===== src/rtl/erim_pkg.sv =====
// constants and types of the event request and interrupt mapper
//
// Notes on behaviour
// - network mask bit set maps matching network request bit into frame event field
// - application mask routes request bits to host interrupt; host side writes only
// - network bit 0 set on latch capture, cleared by latch time read
// - network bit 2 set on link status change, cleared by its read
// - network bit 3 set on application status change, cleared by its read
// - network bits 4..11 mirror pending events of buffer manager channels 0..7
// - application bit 0 set on control write, cleared on control read
// - control event only generated while emulation enable is zero
// - application bit 1 set on latch input change, cleared by event time read
// - application bit 2 takes first sync pulse when mapped, cleared by its read
// - application bit 3 takes second sync pulse when mapped, cleared by its read
// - application bit 4 set on activation change, cleared by activation read
// - application bit 5 flags pending EEPROM command; host acknowledge clears it
// - application bits 8..23 mirror pending events of channels 0..15
// - two configuration bits select mapping of each sync pulse
package erim_pkg;

  localparam int ADDR_W = 16;
  localparam int WORD_LSB = 2;
  localparam logic [15:0] NET_MASK_ADDR = 16'h0200;
  localparam logic [15:0] APP_MASK_ADDR = 16'h0204;
  localparam logic [15:0] NET_REQ_ADDR = 16'h0210;
  localparam logic [15:0] APP_REQ_ADDR = 16'h0220;
  localparam logic [15:0] NET_MASK_RESET = 16'h0000;
  localparam logic [31:0] APP_MASK_RESET = 32'h00ff_ff0f;
  localparam logic [15:0] NET_VALID = 16'h0ffd;
  localparam logic [31:0] APP_VALID = 32'h00ff_ff3f;
  localparam int NET_LATCH_BIT = 0;
  localparam int NET_LINK_BIT = 2;
  localparam int NET_APPST_BIT = 3;
  localparam int NET_BM_LO = 4;
  localparam int NET_BM_N = 8;
  localparam int APP_CTRL_BIT = 0;
  localparam int APP_LATCH_BIT = 1;
  localparam int APP_FIRST_SYNC_PULSE_BIT = 2;
  localparam int APP_SECOND_SYNC_PULSE_BIT = 3;
  localparam int APP_BMACT_BIT = 4;
  localparam int APP_EEP_BIT = 5;
  localparam int APP_BM_LO = 8;
  localparam int APP_BM_N = 16;

  typedef struct packed {
    logic [15:0] net_req;
    logic [31:0] app_req;
  } erim_core_state_t;

  typedef struct packed {
    logic [15:0] net_mask;
    logic [31:0] app_mask;
    logic [31:0] net_rdata;
    logic [31:0] host_rdata;
    logic host_irq;
    logic [15:0] net_event_field;
  } erim_top_state_t;

endpackage


===== src/rtl/erim_evt_if.sv =====
// set, clear and request vectors between mapper top and event core
`timescale 1ns/10ps
`default_nettype none
interface erim_evt_if;
  logic [15:0] net_set;
  logic [15:0] net_clr;
  logic [15:0] net_req;
  logic [31:0] app_set;
  logic [31:0] app_clr;
  logic [31:0] app_req;
  modport ctl (output net_set, net_clr, app_set, app_clr, input net_req, app_req);
  modport core (input net_set, net_clr, app_set, app_clr, output net_req, app_req);
endinterface
`default_nettype wire


===== src/rtl/erim_event_core.sv =====
// sticky request bits of both request registers, set wins over clear
`timescale 1ns/10ps
`default_nettype none
module erim_event_core (
  input wire logic clk,
  input wire logic rst_b,
  input wire logic ce,
  erim_evt_if.core ev
);

  erim_pkg::erim_core_state_t state;
  erim_pkg::erim_core_state_t next_state;

  always_comb
  begin
    next_state = state;
    if (ce)
    begin
      next_state.net_req = ((state.net_req & ~ev.net_clr) | ev.net_set) & erim_pkg::NET_VALID;
      next_state.app_req = ((state.app_req & ~ev.app_clr) | ev.app_set) & erim_pkg::APP_VALID;
    end
  end

  always_ff @(posedge clk or negedge rst_b)
  begin
    if (!rst_b)
      state <= '0;
    else
      state <= next_state;
  end

  assign ev.net_req = state.net_req;
  assign ev.app_req = state.app_req;
endmodule // erim_event_core
`default_nettype wire


===== src/rtl/erim_mapper.sv =====
// event request and interrupt mapper top with network and host register ports
`timescale 1ns/10ps
`default_nettype none
module erim_mapper (
  input wire logic clk,
  input wire logic rst_b,
  input wire logic ce,
  // network side register port
  input wire logic [15:0] net_addr,
  input wire logic net_rd,
  input wire logic net_wr,
  input wire logic [3:0] net_be,
  input wire logic [31:0] net_wdata,
  output logic [31:0] net_rdata,
  // host process interface register port
  input wire logic [15:0] host_addr,
  input wire logic host_rd,
  input wire logic host_wr,
  input wire logic [3:0] host_be,
  input wire logic [31:0] host_wdata,
  output logic [31:0] host_rdata,
  // event sources
  input wire logic latch_entry_captured,
  input wire logic latch_time_read,
  input wire logic link_status_changed,
  input wire logic link_status_read,
  input wire logic app_status_changed,
  input wire logic app_status_read,
  input wire logic [15:0] bm_event_pending,
  input wire logic app_control_written,
  input wire logic app_control_read,
  input wire logic emulation_enable,
  input wire logic latch_input_changed,
  input wire logic latch_event_time_read,
  input wire logic first_sync_pulse,
  input wire logic first_sync_map_en,
  input wire logic first_sync_state_read,
  input wire logic second_sync_pulse,
  input wire logic second_sync_map_en,
  input wire logic second_sync_state_read,
  input wire logic bm_activation_changed,
  input wire logic bm_activation_read,
  input wire logic eeprom_cmd_pending,
  input wire logic eeprom_cmd_ack,
  // mapped outputs
  output logic [15:0] net_event_field,
  output logic host_irq
);

  //////////////////////////////////////////////////////////////////////////
  // helpers

  function automatic logic erim_hit(input logic [15:0] addr, input logic [15:0] off);
    return addr[erim_pkg::ADDR_W-1:erim_pkg::WORD_LSB] == off[erim_pkg::ADDR_W-1:erim_pkg::WORD_LSB];
  endfunction

  function automatic logic [31:0] erim_merge(
    input logic [31:0] old,
    input logic [31:0] wd,
    input logic [3:0] be
  );
    logic [31:0] r;
    r = old;
    for (int i = 0; i < 4; i++)
    begin
      if (be[i])
        r[8*i +: 8] = wd[8*i +: 8];
    end
    return r;
  endfunction

  function automatic logic [31:0] erim_read(
    input logic [15:0] addr,
    input logic [15:0] nm,
    input logic [31:0] am,
    input logic [15:0] nr,
    input logic [31:0] ar
  );
    logic [31:0] r;
    r = 32'h0000_0000;
    if (erim_hit(addr, erim_pkg::NET_MASK_ADDR))
      r = {16'h0000, nm};
    else if (erim_hit(addr, erim_pkg::APP_MASK_ADDR))
      r = am;
    else if (erim_hit(addr, erim_pkg::NET_REQ_ADDR))
      r = {16'h0000, nr};
    else if (erim_hit(addr, erim_pkg::APP_REQ_ADDR))
      r = ar;
    return r;
  endfunction

  //////////////////////////////////////////////////////////////////////////
  // event core

  erim_evt_if ev ();

  erim_event_core u_core (
    .clk (clk),
    .rst_b (rst_b),
    .ce (ce),
    .ev (ev.core)
  );

  //////////////////////////////////////////////////////////////////////////
  // set and clear vectors

  always_comb
  begin
    ev.net_set = 16'h0000;
    ev.net_clr = 16'h0000;
    ev.app_set = 32'h0000_0000;
    ev.app_clr = 32'h0000_0000;
    ev.net_set[erim_pkg::NET_LATCH_BIT] = latch_entry_captured;
    ev.net_clr[erim_pkg::NET_LATCH_BIT] = latch_time_read;
    ev.net_set[erim_pkg::NET_LINK_BIT] = link_status_changed;
    ev.net_clr[erim_pkg::NET_LINK_BIT] = link_status_read;
    ev.net_set[erim_pkg::NET_APPST_BIT] = app_status_changed;
    ev.net_clr[erim_pkg::NET_APPST_BIT] = app_status_read;
    ev.net_set[erim_pkg::NET_BM_LO +: erim_pkg::NET_BM_N] = bm_event_pending[erim_pkg::NET_BM_N-1:0];
    ev.net_clr[erim_pkg::NET_BM_LO +: erim_pkg::NET_BM_N] = '1;
    ev.app_set[erim_pkg::APP_CTRL_BIT] = app_control_written & ~emulation_enable;
    ev.app_clr[erim_pkg::APP_CTRL_BIT] = app_control_read;
    ev.app_set[erim_pkg::APP_LATCH_BIT] = latch_input_changed;
    ev.app_clr[erim_pkg::APP_LATCH_BIT] = latch_event_time_read;
    ev.app_set[erim_pkg::APP_FIRST_SYNC_PULSE_BIT] = first_sync_pulse & first_sync_map_en;
    ev.app_clr[erim_pkg::APP_FIRST_SYNC_PULSE_BIT] = first_sync_state_read;
    ev.app_set[erim_pkg::APP_SECOND_SYNC_PULSE_BIT] = second_sync_pulse & second_sync_map_en;
    ev.app_clr[erim_pkg::APP_SECOND_SYNC_PULSE_BIT] = second_sync_state_read;
    ev.app_set[erim_pkg::APP_BMACT_BIT] = bm_activation_changed;
    ev.app_clr[erim_pkg::APP_BMACT_BIT] = bm_activation_read;
    ev.app_set[erim_pkg::APP_EEP_BIT] = eeprom_cmd_pending;
    ev.app_clr[erim_pkg::APP_EEP_BIT] = eeprom_cmd_ack;
    ev.app_set[erim_pkg::APP_BM_LO +: erim_pkg::APP_BM_N] = bm_event_pending;
    ev.app_clr[erim_pkg::APP_BM_LO +: erim_pkg::APP_BM_N] = '1;
  end

  //////////////////////////////////////////////////////////////////////////
  // registers and mapped outputs

  erim_pkg::erim_top_state_t state;
  erim_pkg::erim_top_state_t next_state;

  always_comb
  begin
    logic [31:0] net_merged;
    logic [31:0] app_merged;
    net_merged = erim_merge({16'h0000, state.net_mask}, net_wdata, net_be);
    app_merged = erim_merge(state.app_mask, host_wdata, host_be);
    next_state = state;
    if (ce)
    begin
      if (net_wr && erim_hit(net_addr, erim_pkg::NET_MASK_ADDR))
        next_state.net_mask = net_merged[15:0];
      if (host_wr && erim_hit(host_addr, erim_pkg::APP_MASK_ADDR))
        next_state.app_mask = app_merged;
      if (net_rd)
        next_state.net_rdata = erim_read(net_addr, state.net_mask, state.app_mask,
                                         ev.net_req, ev.app_req);
      if (host_rd)
        next_state.host_rdata = erim_read(host_addr, state.net_mask, state.app_mask,
                                          ev.net_req, ev.app_req);
      next_state.net_event_field = ev.net_req & state.net_mask;
      next_state.host_irq = |(ev.app_req & state.app_mask);
    end
  end

  always_ff @(posedge clk or negedge rst_b)
  begin
    if (!rst_b)
    begin
      state.net_mask <= erim_pkg::NET_MASK_RESET;
      state.app_mask <= erim_pkg::APP_MASK_RESET;
      state.net_rdata <= 32'h0000_0000;
      state.host_rdata <= 32'h0000_0000;
      state.host_irq <= 1'b0;
      state.net_event_field <= 16'h0000;
    end
    else
    begin
      state <= next_state;
    end
  end

  assign net_rdata = state.net_rdata;
  assign host_rdata = state.host_rdata;
  assign net_event_field = state.net_event_field;
  assign host_irq = state.host_irq;
endmodule // erim_mapper
`default_nettype wire


===== config.mk =====
export PLATFORM = sky130hd
export DESIGN_NAME = erim_mapper
export DESIGN_NICKNAME = d
export VERILOG_FILES = /design/src/rtl/erim_pkg.sv /design/src/rtl/erim_evt_if.sv /design/src/rtl/erim_event_core.sv /design/src/rtl/erim_mapper.sv
export SDC_FILE = /design/constraint.sdc
export NUM_CORES = 1
export LEC_CHECK = 0
export ABC_CLOCK_PERIOD_IN_PS = 1570
export BUFFER_PORTS_ARGS = -buffer_cell sky130_fd_sc_hd__buf_4
export CAP_MARGIN = 20
export CORE_MARGIN = 2
export CORE_UTILIZATION = 45
export DETAILED_ROUTE_END_ITERATION = 12
export PLACE_DENSITY = 0.8
export SLEW_MARGIN = 10
export SYNTH_ARGS = -nofsm -noshare
export SYNTH_HDL_FRONTEND = slang
export SYNTH_SLANG_ARGS = --single-unit

===== constraint.sdc =====
create_clock -name clk -period 1.57 [get_ports clk]
set_input_delay 0.2355 -clock clk [delete_from_list [all_inputs] [get_ports clk]]
set_output_delay 0.2355 -clock clk [all_outputs]
set_load 0.01 [all_outputs]

After elaboration in Yosys (flattened, before gate mapping)
Index checks and enable logic that the tools add are counted.

storage, ports and cells
  output and inout port bits = 81
  input port bits = 148
  word-level logic and storage cells = 51
  bits in registers = 162

operators by class
  reductions and logical operators = 11
  equal/unequal tests = 8
  bitwise logic cells = 12
  multiplexer cells = 8

operator list
  kind                                                  number
  two-way mux 32 bit                                    4
  equality test 14 x 8 -> 1 bit, second input constant  8
  two-way mux 24 bit                                    4
  bitwise AND 24 x 32 -> 32 bit                         1
  OR reduction 32 bit                                   1
  bitwise AND 24 bit                                    1
  NOT 24 bit                                            1
  OR 24 bit                                             1
  AND reduction 3 bit                                   6
  bitwise AND 12 x 16 -> 16 bit                         1
  bitwise AND 12 bit                                    1
  NOT 12 bit                                            1
  OR 12 bit                                             1
  AND reduction 2 bit                                   2
  bitwise AND 1 bit                                     3
  logical AND 1 bit                                     2
  NOT 1 bit                                             1

Longest topological paths before layout
  depth after elaboration = 5
  depth in mapped cells = 6
  mapped depth without buffers = 4

Hierarchy
A second synthesis with hierarchy kept.

second synthesis, totals
  cell total of the unflattened synthesis = 787
  area total of the unflattened synthesis = 8365.5 sq um

by module, submodules not included
  module           instances  cells an instance  area an instance (sq um)  sequential area each (sq um)
  erim_mapper      1          665                6970.4                    3253.1
  erim_event_core  1          122                1395.1                    825.8

Least setup slack after synthesis
OpenSTA, ideal clock, no wires.

  path kind = input to register
  start = in host_addr[15]
  end = reg, netlist name host_rdata[4]
  buffers on the path = 0
  arrival time = 1.894 ns
  setup time = 0.080 ns
  data required time = 1.490 ns
  stages on the path = 4
  setup slack = -0.404 ns
  path through = or4_4 > or4_4 > or4_4 > o211ai_2

between the ends
  longest elaborated chain between the ends = 5
  elaborated cells between the ends (all ways) = 8
  classes of those cells = 4 x eq/ne; 4 x mux

RTL lines
  what                           line               RTL
  from (decl)                    erim_mapper.sv:16  input wire logic [15:0] host_addr,
  equality test 14 x 8 -> 1 bit  erim_mapper.sv:54  return addr[erim_pkg::ADDR_W-1:erim_pkg::WORD_LSB] == off[erim_pkg::ADDR_W-1:erim_pkg::WORD_LSB];
  two-way mux 24 bit             erim_mapper.sv:87  else if (erim_hit(addr, erim_pkg::APP_REQ_ADDR))
  two-way mux 24 bit             erim_mapper.sv:85  else if (erim_hit(addr, erim_pkg::NET_REQ_ADDR))
  two-way mux 32 bit             erim_mapper.sv:83  else if (erim_hit(addr, erim_pkg::APP_MASK_ADDR))
  two-way mux 32 bit *           erim_mapper.sv:81  if (erim_hit(addr, erim_pkg::NET_MASK_ADDR))

Mark *: on every way between the ends. The rest lies on a longest branch, timed or not.
A chain may end at the register's enable or synchronous reset.

Worst setup path in the final report
  start = in host_addr[7]
  end = reg state[85] (netlist name)

between the ends
  longest elaborated chain between the ends = 3

RTL lines
  what                                  line                RTL
  equality test 14 x 8 -> 1 bit         erim_mapper.sv:54
  logical AND 1 bit                     erim_mapper.sv:154  if (host_wr && erim_hit(host_addr, erim_pkg::APP_MASK_ADDR))
  AND reduction 3 bit (no source line)  --
  to (signal assigned)                  erim_mapper.sv:180  state <= next_state;
  to (decl)                             erim_mapper.sv:140  erim_pkg::erim_top_state_t state;

Every way passes these cells.

==> qor.yml <==
status: "complete, but fails checks"
violations: "negative setup slack"
p_per_area_nw_per_um2: 913
required_ps: 1890
die_area_sq_um: 17500
critPathTopFamily: "simple AND/OR/NAND/NOR gates"
rrSetupSlack_ps: 50
htreeDepth: 4
final_util: 0.622
min_path_type: "input pin to flip-flop"
arrival_ps: 1980
yosysUniqueCellTypes: 49
syn_avg_cell_area_sq_um: 10.5
cts.sinks: 149
routed_wl_um: 23300
port-buffer-count: 201
antenna_found_initial: 0
vias_per_cell: 5.79
end_kind: "flip-flop"
power_frac_clock: 0.461
slew_violations: 0
fin_ws_ps: -97.5
fin_crit_ps: 1670
final-setup-viol-count: 31
ys_ff_latch: 149
antenna_cells: 0
first_pass_iters: 5
synth_ff_type: "dfrtp_1"
cpMaxStageDelayCell: "or4b_4"
seq_power_share: 0.440
cp-start-kind: "input pin"
layout_common_cells: "buf_4, dfrtp_1, nand2_1, mux2_2, o21ai_0"
ant_nets: 0
relSlewSlack: 0.562
clkSlewWorstSetupHoldPaths_ps: 70
die_h_um: 132
cts_tree: "yes"
dp_hpwl_um: 17500
final_common_cell: "buf_4"
path_max_fanout: 8
vias: 6452
reg2reg_depth: 5
rsz0062_at_grt: "true"
vdd_drop_max_uv: 822
cp_common_cell: "buf_6"
netlist_area_sq_um: 7430
grt_pass1_wl_um: 36100
postSynth.asyncResetShare: 1.00
rows: 46
final_nets: 1033
whs_ps: 18.8
grt_max_degree: 58
grt_use_total: 0.268
synth_warnings: 0
grt_pass1_vias: 6474
cp-endpoint: "state[85]"
numCtsBuffers: 17
critPathKind: "input pin to flip-flop"
reg2reg_from: "u_core.ev.app_req[11]"
clock-skew-final_ps: 9.12
power.switching_mw: 2.25
critPathMaxStageDelay_ps: 550
die_w_um: 132
synth_enable_flop_cells: 0
wl_per_cell_um: 20.9
worstSetupPathDepth: 8
drc: 0
critPathBufInv: 4
clockBufferDepth: 2
switching_share: 0.248
tightest_slew_ps: 655
insertion_delay_ps: 430
hold_viol: 0
rr_endpoint: "host_irq"
layout-drive-gt1-share: 0.452
cp_cell_sequence: "buf_6 -> or4b_4 -> buf_6 -> nor4_4 -> buf_6 -> nand3_4 -> buf_12 -> mux2_2"
combPwrFrac: 0.099
core_sq_um: 16000
p_int_mw: 6.84
place.gp.congestion: 0.967
yosysSeqAreaShare: 0.505
p_total_mw: 9.09
io_pins: 229
start_util: 0.464
crit_start: "host_addr[7]"
p_leak_nw: 4.67
drtIter0Drc: 648
overflow: 0
fmax_mhz: 600
root_buffer: "clkbuf_16"
drv_cap: 0
synthToLayoutAreaGrowth_pct: 34.1
syn_inst: 707
timing.final.crit_share: 1.06
==> per-layer routing <==
metal | track usage | routed length, um | vias up
met5 | 0 | 0 | -
met4 | 0.121 | 857 | 0
met3 | 0.0778 | 2100 | 74
li1 | - | - | 2845
met2 | 0.434 | 11300 | 376
met1 | 0.333 | 9000 | 3157
==> state kept, by name, summed over array words and instances, names as in the netlist <==
| signal | flops |
|---|---|
| host_irq | 1 |
| host_rdata | 32 |
| net_event_field | 11 |
| net_rdata | 32 |
| state | 48 |
| u_core.ev.app_req | 22 |
| u_core.ev.net_req | 3 |
==> kinds of logic after synthesis <==
logic type / after synthesis / synth area share
AOI/OAI and AO/OA: 197 / 0.181
buffers and inverters: 151 / 0.117
DFF: 149 / 0.505
muxes: 57 / 0.0856
other: 1 / 0.000505
and+or+nand+nor: 152 / 0.110
==> final cells by class <==
| class | count | area [sq um] |
|---|---|---|
| Timing Repair Buffer | 274 | 2210 |
| Clock inverter | 12 | 143 |
| Inverter | 32 | 120 |
| Tap cell | 216 | 270 |
| Multi-Input combinational cell | 411 | 2990 |
| Sequential cell | 149 | 3750 |
| Clock buffer | 20 | 467 |
| Fill cell | 1301 | 6040 |
==> metrics by stage <==
stage / TNS, ps / cells / setup slack [ps] / cell area, sq um
2_1_floorplan: -19120 / 711 / -404 / 7540
3_3_place_gp: -43930 / 1073 / -601 / 9140
3_5_place_dp: -46200 / 1073 / -639 / 9140
4_1_cts: -950 / 1109 / -89.6 / 9840
5_1_grt: -2150 / 1114 / -127 / 9960
6_report: -1110 / 1114 / -97.5 / 9960
==> cell usage after synthesis, drive strengths merged (10+ instances only) <==
library cell	count	area, sq um
mux2	52	586
a22o	17	149
a32oi	11	96.3
a21oi	16	80.1
nand2	72	270
dfstp	20	526
o21ai	71	355
dfrtp	129	3230
a22oi	34	255
o31ai	10	75.1
inv	32	120
nand3	17	100
buf	87	631
clkbuf	32	120
nor2b	12	75.1
==> power by group through the flow <==
stage	clock, mW	sequential (mW)	combinational [mW]
CTS	4.24	4.00	0.888
floorplan	0	4.04	0.310
global route	4.40	4.01	0.971
detailed placement	0	4.06	0.872
finish	4.19	4.00	0.902
global placement	0	4.06	0.860
==> worst min-delay path by stage <==
stage | cells past startpoint | slack, ps | endpoint | from
2_1_floorplan | 0 | -60 | host_irq | rst_b
5_1_grt | 2 | 20 | u_core.ev.app_req[4] | bm_activation_changed
4_1_cts | 3 | 1 | u_core.ev.app_req[11] | bm_event_pending[3]
6_report | 3 | 20 | u_core.ev.app_req[11] | bm_event_pending[3]
3_3_place_gp | 1 | 40 | host_rdata[18] | rst_b
3_5_place_dp | 1 | 40 | host_rdata[18] | rst_b
==> worst register-to-register path, delay by kind of cell, from the launching register on <==
family	cells	cell delay [ps]
AO/OA/AOI/OAI	3	770
flip-flops	1	390
buffers and inverters	1	160
AND/OR/NAND/NOR	1	90
==> repair_timing <==
item | in CTS | in global routing
pin swaps | 8 | 14
hold endpoints to repair | 130 | 0
hold buffers | 2 | 0
setup endpoints to repair | 39 | 59
cloned | 0 | 1
resized for setup | 11 | 19
buffers inserted | 2 | 5
Power figures use the tool's default switching activity.
